**src/rtl/dic_defs.svh**
```systemverilog
// Summary of operation
// - debug control bit 31 picks register values over debug control unit; resets 0
// - debug bits 3..0 drive the four debug enables; bits 3..1 reset 1, bit 0 resets 0
// - interrupt control bit 17 inverts the synchronised external pin level before the enable; resets 0
// - interrupt control bit 16 enables the external interrupt pin; resets 0
// - interrupt control bit 5 clears the ram protection interrupt; resets 0
// - interrupt control bit 4 enables the ram protection interrupt; resets 0
// - interrupt control bit 3 clears the flash protection interrupt; resets 0
// - interrupt control bit 2 enables the flash protection interrupt; resets 0
// - interrupt control bit 1 clears the peripheral protection interrupt; resets 1
// - interrupt control bit 0 enables the peripheral protection interrupt; resets 0
// - core 0 boot vector in bits 31..7, low bits reserved, printed reset
// - core 1 boot vector in bits 31..7, low bits reserved, printed reset
// - per pin input goes to main function when 1, alternate one when 0
// - per pin output data from main function when 1, alternate one when 0
// - per pin output enable from main function when 1, alternate one when 0
`ifndef DIC_DEFS_SVH
`define DIC_DEFS_SVH
// register byte offsets
`define DIC_OFS_DBG 6'h00
`define DIC_OFS_ICTL 6'h04
`define DIC_OFS_VEC0 6'h08
`define DIC_OFS_VEC1 6'h0c
`define DIC_OFS_INSEL 6'h10
`define DIC_OFS_OUTSEL 6'h14
`define DIC_OFS_OESEL 6'h18
`define DIC_OFS_STS 6'h1c
`define DIC_OFS_MSK 6'h20
// writable masks and reset values
`define DIC_DBG_MASK 32'h8000_07df
`define DIC_DBG_RST 32'h0000_001e
`define DIC_ICTL_MASK 32'h0003_003f
`define DIC_ICTL_RST 32'h0000_0002
`define DIC_VEC_MASK 32'hffff_ff80
`define DIC_VEC_RST 32'h0000_4000
`define DIC_SEL_MASK 32'h0000_ffff
`define DIC_SEL_RST 32'h0000_ffff
`define DIC_EVT_MASK 32'h0000_000f
// debug control fields
`define DIC_DBG_OVR 31
`define DIC_DBG_SE 10
`define DIC_DBG_DIS 9
`define DIC_DBG_BYP 8
`define DIC_DBG_FRQ 7:6
`define DIC_DBG_LLG 4
`define DIC_DBG_SNI 3
`define DIC_DBG_SI 2
`define DIC_DBG_NI 1
`define DIC_DBG_INV 0
// interrupt control fields
`define DIC_IC_INVERT 17
`define DIC_IC_EXT_EN 16
`define DIC_IC_RAM_CLR 5
`define DIC_IC_RAM_EN 4
`define DIC_IC_FLS_CLR 3
`define DIC_IC_FLS_EN 2
`define DIC_IC_PER_CLR 1
`define DIC_IC_PER_EN 0
// event status bits
`define DIC_EV_EXT 0
`define DIC_EV_PER 1
`define DIC_EV_FLS 2
`define DIC_EV_RAM 3
// ahb transfer type bit that marks an active transfer
`define DIC_HTRANS_ACT 1
`endif

```
**src/rtl/dic_pkg.sv**
```systemverilog
`include "dic_defs.svh"
package dic_pkg;
    // whole state of the register bank
    typedef struct packed {
        logic ph_wr;
        logic ph_rd;
        logic [5:0] ph_addr;
        logic [31:0] hrdata;
        logic [31:0] dbg;
        logic [31:0] ictl;
        logic [31:0] vec0;
        logic [31:0] vec1;
        logic [31:0] insel;
        logic [31:0] outsel;
        logic [31:0] oesel;
        logic [3:0] sts;
        logic [3:0] msk;
        logic pin_s1;
        logic pin_s2;
        logic [15:0] gpio_s1;
        logic [15:0] gpio_s2;
        logic [15:0] main_in;
        logic [15:0] alt_in;
        logic [15:0] gpio_out;
        logic [15:0] gpio_oe;
        logic ext_irq;
    } dic_state_t;
endpackage

```
**src/rtl/dic_regs.sv**
```systemverilog
`timescale 1ns/1ps
`include "dic_defs.svh"
module dic_regs #(
    parameter int PINS = 16
) (
    input wire logic hclk,
    input wire logic hresetn,
    input wire logic hsel,
    input wire logic [31:0] haddr,
    input wire logic [1:0] htrans,
    input wire logic hwrite,
    input wire logic [2:0] hsize,
    input wire logic hready,
    input wire logic [31:0] hwdata,
    output logic hreadyout,
    output logic hresp,
    output logic [31:0] hrdata,
    output logic irq,
    // debug control unit values, used unless overridden
    input wire logic dcu_secure_noninvasive_debug_en,
    input wire logic dcu_secure_invasive_debug_en,
    input wire logic dcu_noninvasive_debug_en,
    input wire logic dcu_invasive_debug_en,
    input wire logic dcu_lowlevel_debug_gen_ctl,
    output logic secure_noninvasive_debug_en,
    output logic secure_invasive_debug_en,
    output logic noninvasive_debug_en,
    output logic invasive_debug_en,
    output logic lowlevel_debug_gen_ctl,
    output logic chip_security_se_ctl,
    output logic chip_security_discharge_ctl,
    output logic chip_security_bypass,
    output logic [1:0] chip_security_freq_select,
    // external interrupt pin, asynchronous
    input wire logic external_irq_pin,
    output logic external_irq,
    // protection controller interrupts
    input wire logic periph_protect_irq,
    input wire logic flash_protect_irq,
    input wire logic ram_protect_irq,
    output logic periph_protect_irq_enable,
    output logic periph_protect_irq_clear,
    output logic flash_protect_irq_enable,
    output logic flash_protect_irq_clear,
    output logic ram_protect_irq_enable,
    output logic ram_protect_irq_clear,
    // core boot vectors
    output logic [31:0] core0_boot_vector,
    output logic [31:0] core1_boot_vector,
    // pin multiplexer
    input wire logic [PINS-1:0] gpio_in,
    output logic [PINS-1:0] gpio_out,
    output logic [PINS-1:0] gpio_oe,
    output logic [PINS-1:0] main_func_in,
    output logic [PINS-1:0] alternate_function_one_in,
    input wire logic [PINS-1:0] main_func_out,
    input wire logic [PINS-1:0] main_func_oe,
    input wire logic [PINS-1:0] alternate_function_one_out,
    input wire logic [PINS-1:0] alternate_function_one_oe
);

    dic_pkg::dic_state_t r;
    dic_pkg::dic_state_t n;

    logic [PINS-1:0] mux_main_in;
    logic [PINS-1:0] mux_alt_in;
    logic [PINS-1:0] mux_out;
    logic [PINS-1:0] mux_oe;
    logic ext_level;
    logic [3:0] events;
    logic [31:0] wmask;

    // per pin routing, each bit from its own select
    genvar gi;
    generate
        for (gi = 0; gi < PINS; gi = gi + 1) begin : g_pin
            // unselected side sees zero so it never floats
            assign mux_main_in[gi] = r.insel[gi] & r.gpio_s2[gi];
            assign mux_alt_in[gi] = ~r.insel[gi] & r.gpio_s2[gi];
            assign mux_out[gi] = r.outsel[gi] ? main_func_out[gi] :
                alternate_function_one_out[gi];
            assign mux_oe[gi] = r.oesel[gi] ? main_func_oe[gi] :
                alternate_function_one_oe[gi];
        end
    endgenerate

    // combined external interrupt: optional inversion of the pin, then enable
    assign ext_level = r.ictl[`DIC_IC_EXT_EN] &
        (r.pin_s2 ^ r.ictl[`DIC_IC_INVERT]);

    // event sources for the sticky status bits
    always_comb begin
        events = 4'h0;
        events[`DIC_EV_EXT] = r.ext_irq;
        events[`DIC_EV_PER] = periph_protect_irq;
        events[`DIC_EV_FLS] = flash_protect_irq;
        events[`DIC_EV_RAM] = ram_protect_irq;
    end

    // next state: sync chains, bus decode, register writes, read data
    always_comb begin
        n = r;
        wmask = 32'h0;

        // two flops on everything from the pins
        n.pin_s1 = external_irq_pin;
        n.pin_s2 = r.pin_s1;
        n.gpio_s1 = gpio_in;
        n.gpio_s2 = r.gpio_s1;

        // registered pin-side data
        n.main_in = mux_main_in;
        n.alt_in = mux_alt_in;
        n.gpio_out = mux_out;
        n.gpio_oe = mux_oe;
        n.ext_irq = ext_level;

        // sticky status; a new event beats a same-cycle clear
        n.sts = r.sts | events;

        // data phase of a write
        if (r.ph_wr) begin
            case (r.ph_addr)
                `DIC_OFS_DBG: begin
                    wmask = `DIC_DBG_MASK;
                    n.dbg = hwdata & wmask;
                end
                `DIC_OFS_ICTL: begin
                    wmask = `DIC_ICTL_MASK;
                    n.ictl = hwdata & wmask;
                end
                `DIC_OFS_VEC0: begin
                    wmask = `DIC_VEC_MASK;
                    n.vec0 = hwdata & wmask;
                end
                `DIC_OFS_VEC1: begin
                    wmask = `DIC_VEC_MASK;
                    n.vec1 = hwdata & wmask;
                end
                `DIC_OFS_INSEL: begin
                    wmask = `DIC_SEL_MASK;
                    n.insel = hwdata & wmask;
                end
                `DIC_OFS_OUTSEL: begin
                    wmask = `DIC_SEL_MASK;
                    n.outsel = hwdata & wmask;
                end
                `DIC_OFS_OESEL: begin
                    wmask = `DIC_SEL_MASK;
                    n.oesel = hwdata & wmask;
                end
                `DIC_OFS_STS: begin
                    // write one to clear, events still win
                    n.sts = (r.sts & ~hwdata[3:0]) | events;
                end
                `DIC_OFS_MSK: begin
                    n.msk = hwdata[3:0];
                end
                default: begin
                    // unmapped writes are dropped
                    wmask = 32'h0;
                end
            endcase
        end

        // address phase; only sampled while the bus is ready
        if (hready) begin
            n.ph_wr = hsel & htrans[`DIC_HTRANS_ACT] & hwrite;
            n.ph_rd = hsel & htrans[`DIC_HTRANS_ACT] & ~hwrite;
            n.ph_addr = {haddr[5:2], 2'b00};
        end

        // read data is taken from post-write values so a read
        // right after a write to the same word sees the new data
        n.hrdata = 32'h0;
        if (hready && hsel && htrans[`DIC_HTRANS_ACT] && !hwrite) begin
            case ({haddr[5:2], 2'b00})
                `DIC_OFS_DBG: begin
                    n.hrdata = n.dbg;
                end
                `DIC_OFS_ICTL: begin
                    n.hrdata = n.ictl;
                end
                `DIC_OFS_VEC0: begin
                    n.hrdata = n.vec0;
                end
                `DIC_OFS_VEC1: begin
                    n.hrdata = n.vec1;
                end
                `DIC_OFS_INSEL: begin
                    n.hrdata = n.insel;
                end
                `DIC_OFS_OUTSEL: begin
                    n.hrdata = n.outsel;
                end
                `DIC_OFS_OESEL: begin
                    n.hrdata = n.oesel;
                end
                `DIC_OFS_STS: begin
                    n.hrdata = {28'h0, n.sts};
                end
                `DIC_OFS_MSK: begin
                    n.hrdata = {28'h0, n.msk};
                end
                default: begin
                    // unmapped and upper-window reads give zero
                    n.hrdata = 32'h0;
                end
            endcase
            // read addresses above the map alias nothing; writes decode only haddr[5:2]
            if (haddr[31:6] != 26'h0) begin
                n.hrdata = 32'h0;
            end
        end
        if (r.ph_wr && (r.ph_addr > `DIC_OFS_MSK)) begin
            n.dbg = r.dbg;
        end
    end

    // single state register, constants only under reset
    always_ff @(posedge hclk or negedge hresetn) begin
        if (!hresetn) begin
            r <= '0;
            r.dbg <= `DIC_DBG_RST;
            r.ictl <= `DIC_ICTL_RST;
            r.vec0 <= `DIC_VEC_RST;
            r.vec1 <= `DIC_VEC_RST;
            r.insel <= `DIC_SEL_RST;
            r.outsel <= `DIC_SEL_RST;
            r.oesel <= `DIC_SEL_RST;
        end else begin
            r <= n;
        end
    end

    // zero-wait slave, always okay
    assign hreadyout = 1'b1;
    assign hresp = 1'b0;
    assign hrdata = r.hrdata;

    // level interrupt while any unmasked status bit stands
    assign irq = |(r.sts & r.msk);

    // debug enables: own bits only when the override is set
    assign secure_noninvasive_debug_en = r.dbg[`DIC_DBG_OVR] ?
        r.dbg[`DIC_DBG_SNI] : dcu_secure_noninvasive_debug_en;
    assign secure_invasive_debug_en = r.dbg[`DIC_DBG_OVR] ?
        r.dbg[`DIC_DBG_SI] : dcu_secure_invasive_debug_en;
    assign noninvasive_debug_en = r.dbg[`DIC_DBG_OVR] ?
        r.dbg[`DIC_DBG_NI] : dcu_noninvasive_debug_en;
    assign invasive_debug_en = r.dbg[`DIC_DBG_OVR] ?
        r.dbg[`DIC_DBG_INV] : dcu_invasive_debug_en;
    assign lowlevel_debug_gen_ctl = r.dbg[`DIC_DBG_OVR] ?
        r.dbg[`DIC_DBG_LLG] : dcu_lowlevel_debug_gen_ctl;

    // security controls are plain stored outputs
    assign chip_security_se_ctl = r.dbg[`DIC_DBG_SE];
    assign chip_security_discharge_ctl = r.dbg[`DIC_DBG_DIS];
    assign chip_security_bypass = r.dbg[`DIC_DBG_BYP];
    assign chip_security_freq_select = r.dbg[`DIC_DBG_FRQ];

    // external interrupt is registered after the sync chain
    assign external_irq = r.ext_irq;

    // protection controller enables and level clears
    assign periph_protect_irq_enable = r.ictl[`DIC_IC_PER_EN];
    assign periph_protect_irq_clear = r.ictl[`DIC_IC_PER_CLR];
    assign flash_protect_irq_enable = r.ictl[`DIC_IC_FLS_EN];
    assign flash_protect_irq_clear = r.ictl[`DIC_IC_FLS_CLR];
    assign ram_protect_irq_enable = r.ictl[`DIC_IC_RAM_EN];
    assign ram_protect_irq_clear = r.ictl[`DIC_IC_RAM_CLR];

    // boot vectors, reserved low bits always zero
    assign core0_boot_vector = r.vec0;
    assign core1_boot_vector = r.vec1;

    // pin side, one cycle behind the select and function side, three behind gpio_in
    assign gpio_out = r.gpio_out;
    assign gpio_oe = r.gpio_oe;
    assign main_func_in = r.main_in;
    assign alternate_function_one_in = r.alt_in;

endmodule

```
**config.mk**
```make
export PLATFORM = sky130hd
export DESIGN_NAME = dic_regs
export DESIGN_NICKNAME = d
export VERILOG_FILES = /design/src/rtl/dic_pkg.sv /design/src/rtl/dic_regs.sv
export VERILOG_INCLUDE_DIRS = /design/src /design/src/rtl
export SDC_FILE = /design/constraint.sdc
export NUM_CORES = 1
export LEC_CHECK = 0
export ABC_AREA = 1
export BUFFER_PORTS_ARGS = -buffer_cell sky130_fd_sc_hd__buf_4
export CAP_MARGIN = 20
export CORE_MARGIN = 5
export CORE_UTILIZATION = 55
export DETAILED_ROUTE_END_ITERATION = 6
export GPL_TIMING_DRIVEN = 0
export PLACE_DENSITY = 0.8
export REMOVE_ABC_BUFFERS = 1
export SLEW_MARGIN = 20
export SYNTH_ARGS = -nofsm -noshare
export SYNTH_HDL_FRONTEND = slang
export SYNTH_SLANG_ARGS = --single-unit
export TNS_END_PERCENT = 100
```
**constraint.sdc**
```tcl
create_clock -name hclk -period 1.95 [get_ports hclk]
set_clock_uncertainty 0.2 [all_clocks]
set_input_delay 0.0975 -clock hclk [delete_from_list [all_inputs] [get_ports hclk]]
set_output_delay 0.0975 -clock hclk [all_outputs]
set_load 0.03 [all_outputs]
```
==> impl_results.rst <==
.. list-table::
   :header-rows: 1

   * - Metric
     - Value
   * - Warnings from Yosys
     - 0
   * - Number of failing setup endpoints in the final timing report
     - 33
   * - Number of routed nets with antenna violations
     - 0
   * - Complex-gate fraction of the synthesized area
     - 0.0211
   * - Net load switching power
     - 8.27 mW
   * - Switching Fraction
     - 0.333
   * - Worst hold path stage count
     - 8
   * - TritonCTS clock tree
     - done
   * - Maximum count of clock buffers along a single path
     - 3
   * - Total design power
     - 24.9 mW
   * - Sequential fraction of design power
     - 0.403
   * - I/O pin count
     - 343
   * - # port buffers
     - 334
   * - Portion of total power attributed to combinational logic
     - 0.289
   * - Max-cap violation count
     - 0
   * - Area grow syn2layout
     - 38.9%
   * - Violated checks
     - negative setup slack
   * - Worst reg-to-reg path cell count
     - 11
   * - Number of hold violations in the final report
     - 0
   * - Path type of the worst setup path
     - flop to flop
   * - Number of distinct standard cells referenced by the synthesized netlist
     - 32
   * - Top flip-flop cell by instance count after synthesis
     - sky130_fd_sc_hd__dfrtp_1
   * - Worst Slack Setup Final
     - -195 ps
   * - Simple-gate area share of the yosys netlist
     - 0.261
   * - Ratio of total power to cell area
     - 1050 nW/um2
   * - Root Buffer
     - sky130_fd_sc_hd__clkbuf_16
   * - Max Freq
     - 466 MHz
   * - Standby leakage power
     - 12.1 nW
   * - Worst Path Arrival
     - 2350 ps
   * - Share of power burned in the clock network
     - 0.309
   * - Critical Path Source Type
     - flop
   * - Max IR drop VDD
     - 0.680 mV
   * - Syn Inst Count
     - 2002
   * - Number of pins exceeding their max-slew limit in the final report
     - 0
   * - Combined area of all synthesized cells
     - 17000 um2
   * - Vertical die dimension
     - 186 um
   * - Total Nets Final
     - 2586
   * - Total overflow reported by the global router
     - 0
   * - Max transition margin
     - 0.546
   * - Area of the core
     - 30600 um2
   * - Fraction of the cycle the final worst path needs
     - 1.10
   * - Largest net degree at the start of global routing
     - 98
   * - Area of the die
     - 34500 um2
   * - Pre-CTS worst setup slack
     - -1960 ps
   * - Post-synthesis mux area share
     - 0.00463
   * - Synth Area in XOR/XNOR
     - 0.000515
   * - Vias in the first global route
     - 16200
   * - Count of vias placed by the detailed router
     - 15600
   * - H-tree levels
     - 2
   * - Clock Pin Slew Worst Setup and Hold Paths
     - 60 ps
   * - Overall routing resource usage
     - 0.341
   * - Number of optimization iterations in the first detailed-route pass
     - 6
   * - Routed via count divided by cell count
     - 5.47
   * - Total clock buffers created by CTS
     - 40
   * - Post-Synth Adder-Cell Area
     - 0
   * - Final-layout fill cell count
     - 1817
   * - Endpoint class of the critical path
     - flop
   * - HPWL Detailed
     - 31.6 mm
   * - DR DRC count
     - 0
   * - Routability cong.
     - 0.850
   * - Clock sinks
     - 368
   * - Critical Path Fanout Max
     - 5
   * - Violation count after the first detailed-routing iteration
     - 1580
   * - RSZ-0062 raised after global routing
     - yes
   * - Fraction of registers with async set or reset after synthesis
     - 1.00
   * - Outcome
     - finished, violations left
   * - Power Internal
     - 16.6 mW
   * - Wire per inst
     - 22.0 um
   * - Wire length of the first global-routing pass
     - 89.9 mm
   * - Final period demand of the worst path
     - 2150 ps
   * - Fin Hold WS
     - 25.5 ps
   * - Actual slew at the worst max-slew pin
     - 679 ps
   * - Initial core utilization
     - 0.556
   * - Average footprint of a synthesized cell
     - 8.50 um2
   * - Number of rows created at floorplan
     - 64
   * - Sequential-to-total area share from yosys stat
     - 0.545
   * - Number of antenna violations at the first check in global routing
     - 2
   * - Overall die width
     - 186 um
   * - Worst EP required
     - 2160 ps
   * - HP Class
     - input pin to flop
   * - Clock latency on the worst-skew pair
     - 520 ps
   * - #FFs+latches synth
     - 368
   * - Ratio of cells with drive above 1 in the final layout
     - 0.302
   * - Largest family of logic cells by synthesized area
     - simple AND/OR/NAND/NOR gates
   * - Drt total wl
     - 62.6 mm
   * - Post-synth EDFFs
     - 0
worst max-delay path, stage by stage, from the launching register on:
cell and delay [ps]:
sky130_fd_sc_hd__dfrtp_2 430, sky130_fd_sc_hd__buf_4 160, sky130_fd_sc_hd__nor2_8 130, sky130_fd_sc_hd__buf_6 120, sky130_fd_sc_hd__nand3_4 170, sky130_fd_sc_hd__buf_4 210
sky130_fd_sc_hd__nand2_1 80, sky130_fd_sc_hd__o21ai_1 110, sky130_fd_sc_hd__nand2_1 100, sky130_fd_sc_hd__nand3_2 100, sky130_fd_sc_hd__nor2_4 140, sky130_fd_sc_hd__nor2_2 60
final timing paths:
| path | startpoint | end | slack [ps] |
|---|---|---|---|
| setup reg to reg | r[368] | hrdata[31] | -200 |
| hold reg to reg | n[68] | r[68] | 140 |
| setup / recovery | r[368] | hrdata[31] | -200 |
| max in group asynchronous | hresetn | core0_boot_vector[5] | 190 |
| min in group asynchronous | hresetn | r[174] | 550 |
| hold / removal | haddr[18] | hrdata[16] | 30 |
power by group through the flow:
stage	clock, mW	sequential [mW]	combinational (mW)
6_report	7.67	10.0	7.17
5_1_grt	8.10	10.1	7.64
2_1_floorplan	0	11.4	2.04
3_5_place_dp	0	10.0	6.01
3_3_place_gp	0	9.95	5.80
4_1_cts	7.71	9.89	6.74
routing by layer:
metal,global-route usage,vias up,share of wire,routed length (um)
met3,0.0664,364,0.093,5820
li1,-,6755,-,-
met4,0.193,2,0.071,4460
met5,0,-,0.00021,13
met1,0.403,7467,0.35,22100
met2,0.584,994,0.48,30300
synth_stat cells (2+ instances only):
library cell,n,area share
sky130_fd_sc_hd__o21a_1,16,0.0071
sky130_fd_sc_hd__buf_6,6,0.0040
sky130_fd_sc_hd__and2_1,91,0.033
sky130_fd_sc_hd__o211ai_1,2,0.00088
sky130_fd_sc_hd__inv_1,314,0.069
sky130_fd_sc_hd__nand2_2,4,0.0015
sky130_fd_sc_hd__inv_2,8,0.0018
sky130_fd_sc_hd__nand3_1,216,0.064
sky130_fd_sc_hd__buf_4,177,0.078
sky130_fd_sc_hd__nor2_4,9,0.0060
sky130_fd_sc_hd__conb_1,2,0.00044
sky130_fd_sc_hd__nand2_1,449,0.099
sky130_fd_sc_hd__nand3_2,3,0.0018
sky130_fd_sc_hd__a21oi_1,23,0.0068
sky130_fd_sc_hd__mux2_2,7,0.0046
sky130_fd_sc_hd__nor2_1,219,0.048
sky130_fd_sc_hd__nor4_1,3,0.0011
sky130_fd_sc_hd__o21ai_1,7,0.0021
sky130_fd_sc_hd__buf_2,34,0.010
sky130_fd_sc_hd__o21ai_0,12,0.0035
sky130_fd_sc_hd__clkbuf_1,14,0.0031
sky130_fd_sc_hd__dfstp_2,55,0.085
sky130_fd_sc_hd__nand4_1,10,0.0037
sky130_fd_sc_hd__dfrtp_1,313,0.46
stage by stage:
stage               area, um2  utilization  TNS (ps)  instances
finish                  23600        0.772     -1920       2850
floorplan               15400            -    -30820       1770
global route            23600        0.772     -3940       2850
detailed placement      18800        0.615   -172210       2518
global placement        18400        0.601  -1188510       2500
CTS                     22900        0.748      -379       2813
cell type report:
class / instances / area (um2) / share of cell area
flip-flops and latches: 368 / 9290 / 0.393
multi-input cells: 1096 / 5710 / 0.241
repair buffers: 594 / 5550 / 0.235
inverters: 322 / 1240 / 0.0524
clock buffers: 58 / 1210 / 0.0512
well taps: 396 / 495 / 0.0210
clock inverters: 14 / 126 / 0.00535
repair inverters: 1 / 7.51 / 0.000318
diodes: 1 / 2.50 / 0.000106
state kept, by name (all words and copies together), names as in the netlist:
register	cells
r	179
core0_boot_vector	32
core1_boot_vector	32
hrdata	32
n	17
alternate_function_one_in	16
gpio_oe	16
gpio_out	16
main_func_in	16
chip_security_freq_select	2
chip_security_bypass	1
chip_security_discharge_ctl	1
chip_security_se_ctl	1
external_irq	1
flash_protect_irq_clear	1
flash_protect_irq_enable	1
periph_protect_irq_clear	1
periph_protect_irq_enable	1
ram_protect_irq_clear	1
ram_protect_irq_enable	1
kinds of logic after synthesis:
logic type	after synthesis
mux	7
buf+inv	554
other cells	2
compound gates	62
xor+xnor	1
flops	368
simple gates	1008
layout by cell type (no fill, tap or decap), drive strengths merged:
cell           n
a21boi         1
a21oi         23
and2          91
buf          450
bufinv         2
clkbuf        63
clkinv        13
clkinvlp       4
conb           2
dfrtp        313
dfstp         55
diode          1
dlygate4sd3  139
inv          318
mux2           7
nand2        463
nand3        221
nand4         10
nor2         234
nor3           2
nor4           3
o211ai         2
o21a          16
o21ai         19
o22ai          1
xnor2          1
what timing repair did:
| action | CTS | global route |
|---|---|---|
| setup buffers | 72 | 27 |
| pin swaps | 41 | 43 |
| setup endpoints to repair | 257 | 132 |
| endpoints found under the hold margin | 392 | 1 |
| resized for setup | 88 | 93 |
| hold buffers | 138 | 2 |
| gates cloned | 14 | 10 |
Power figures use the tool's default switching activity.
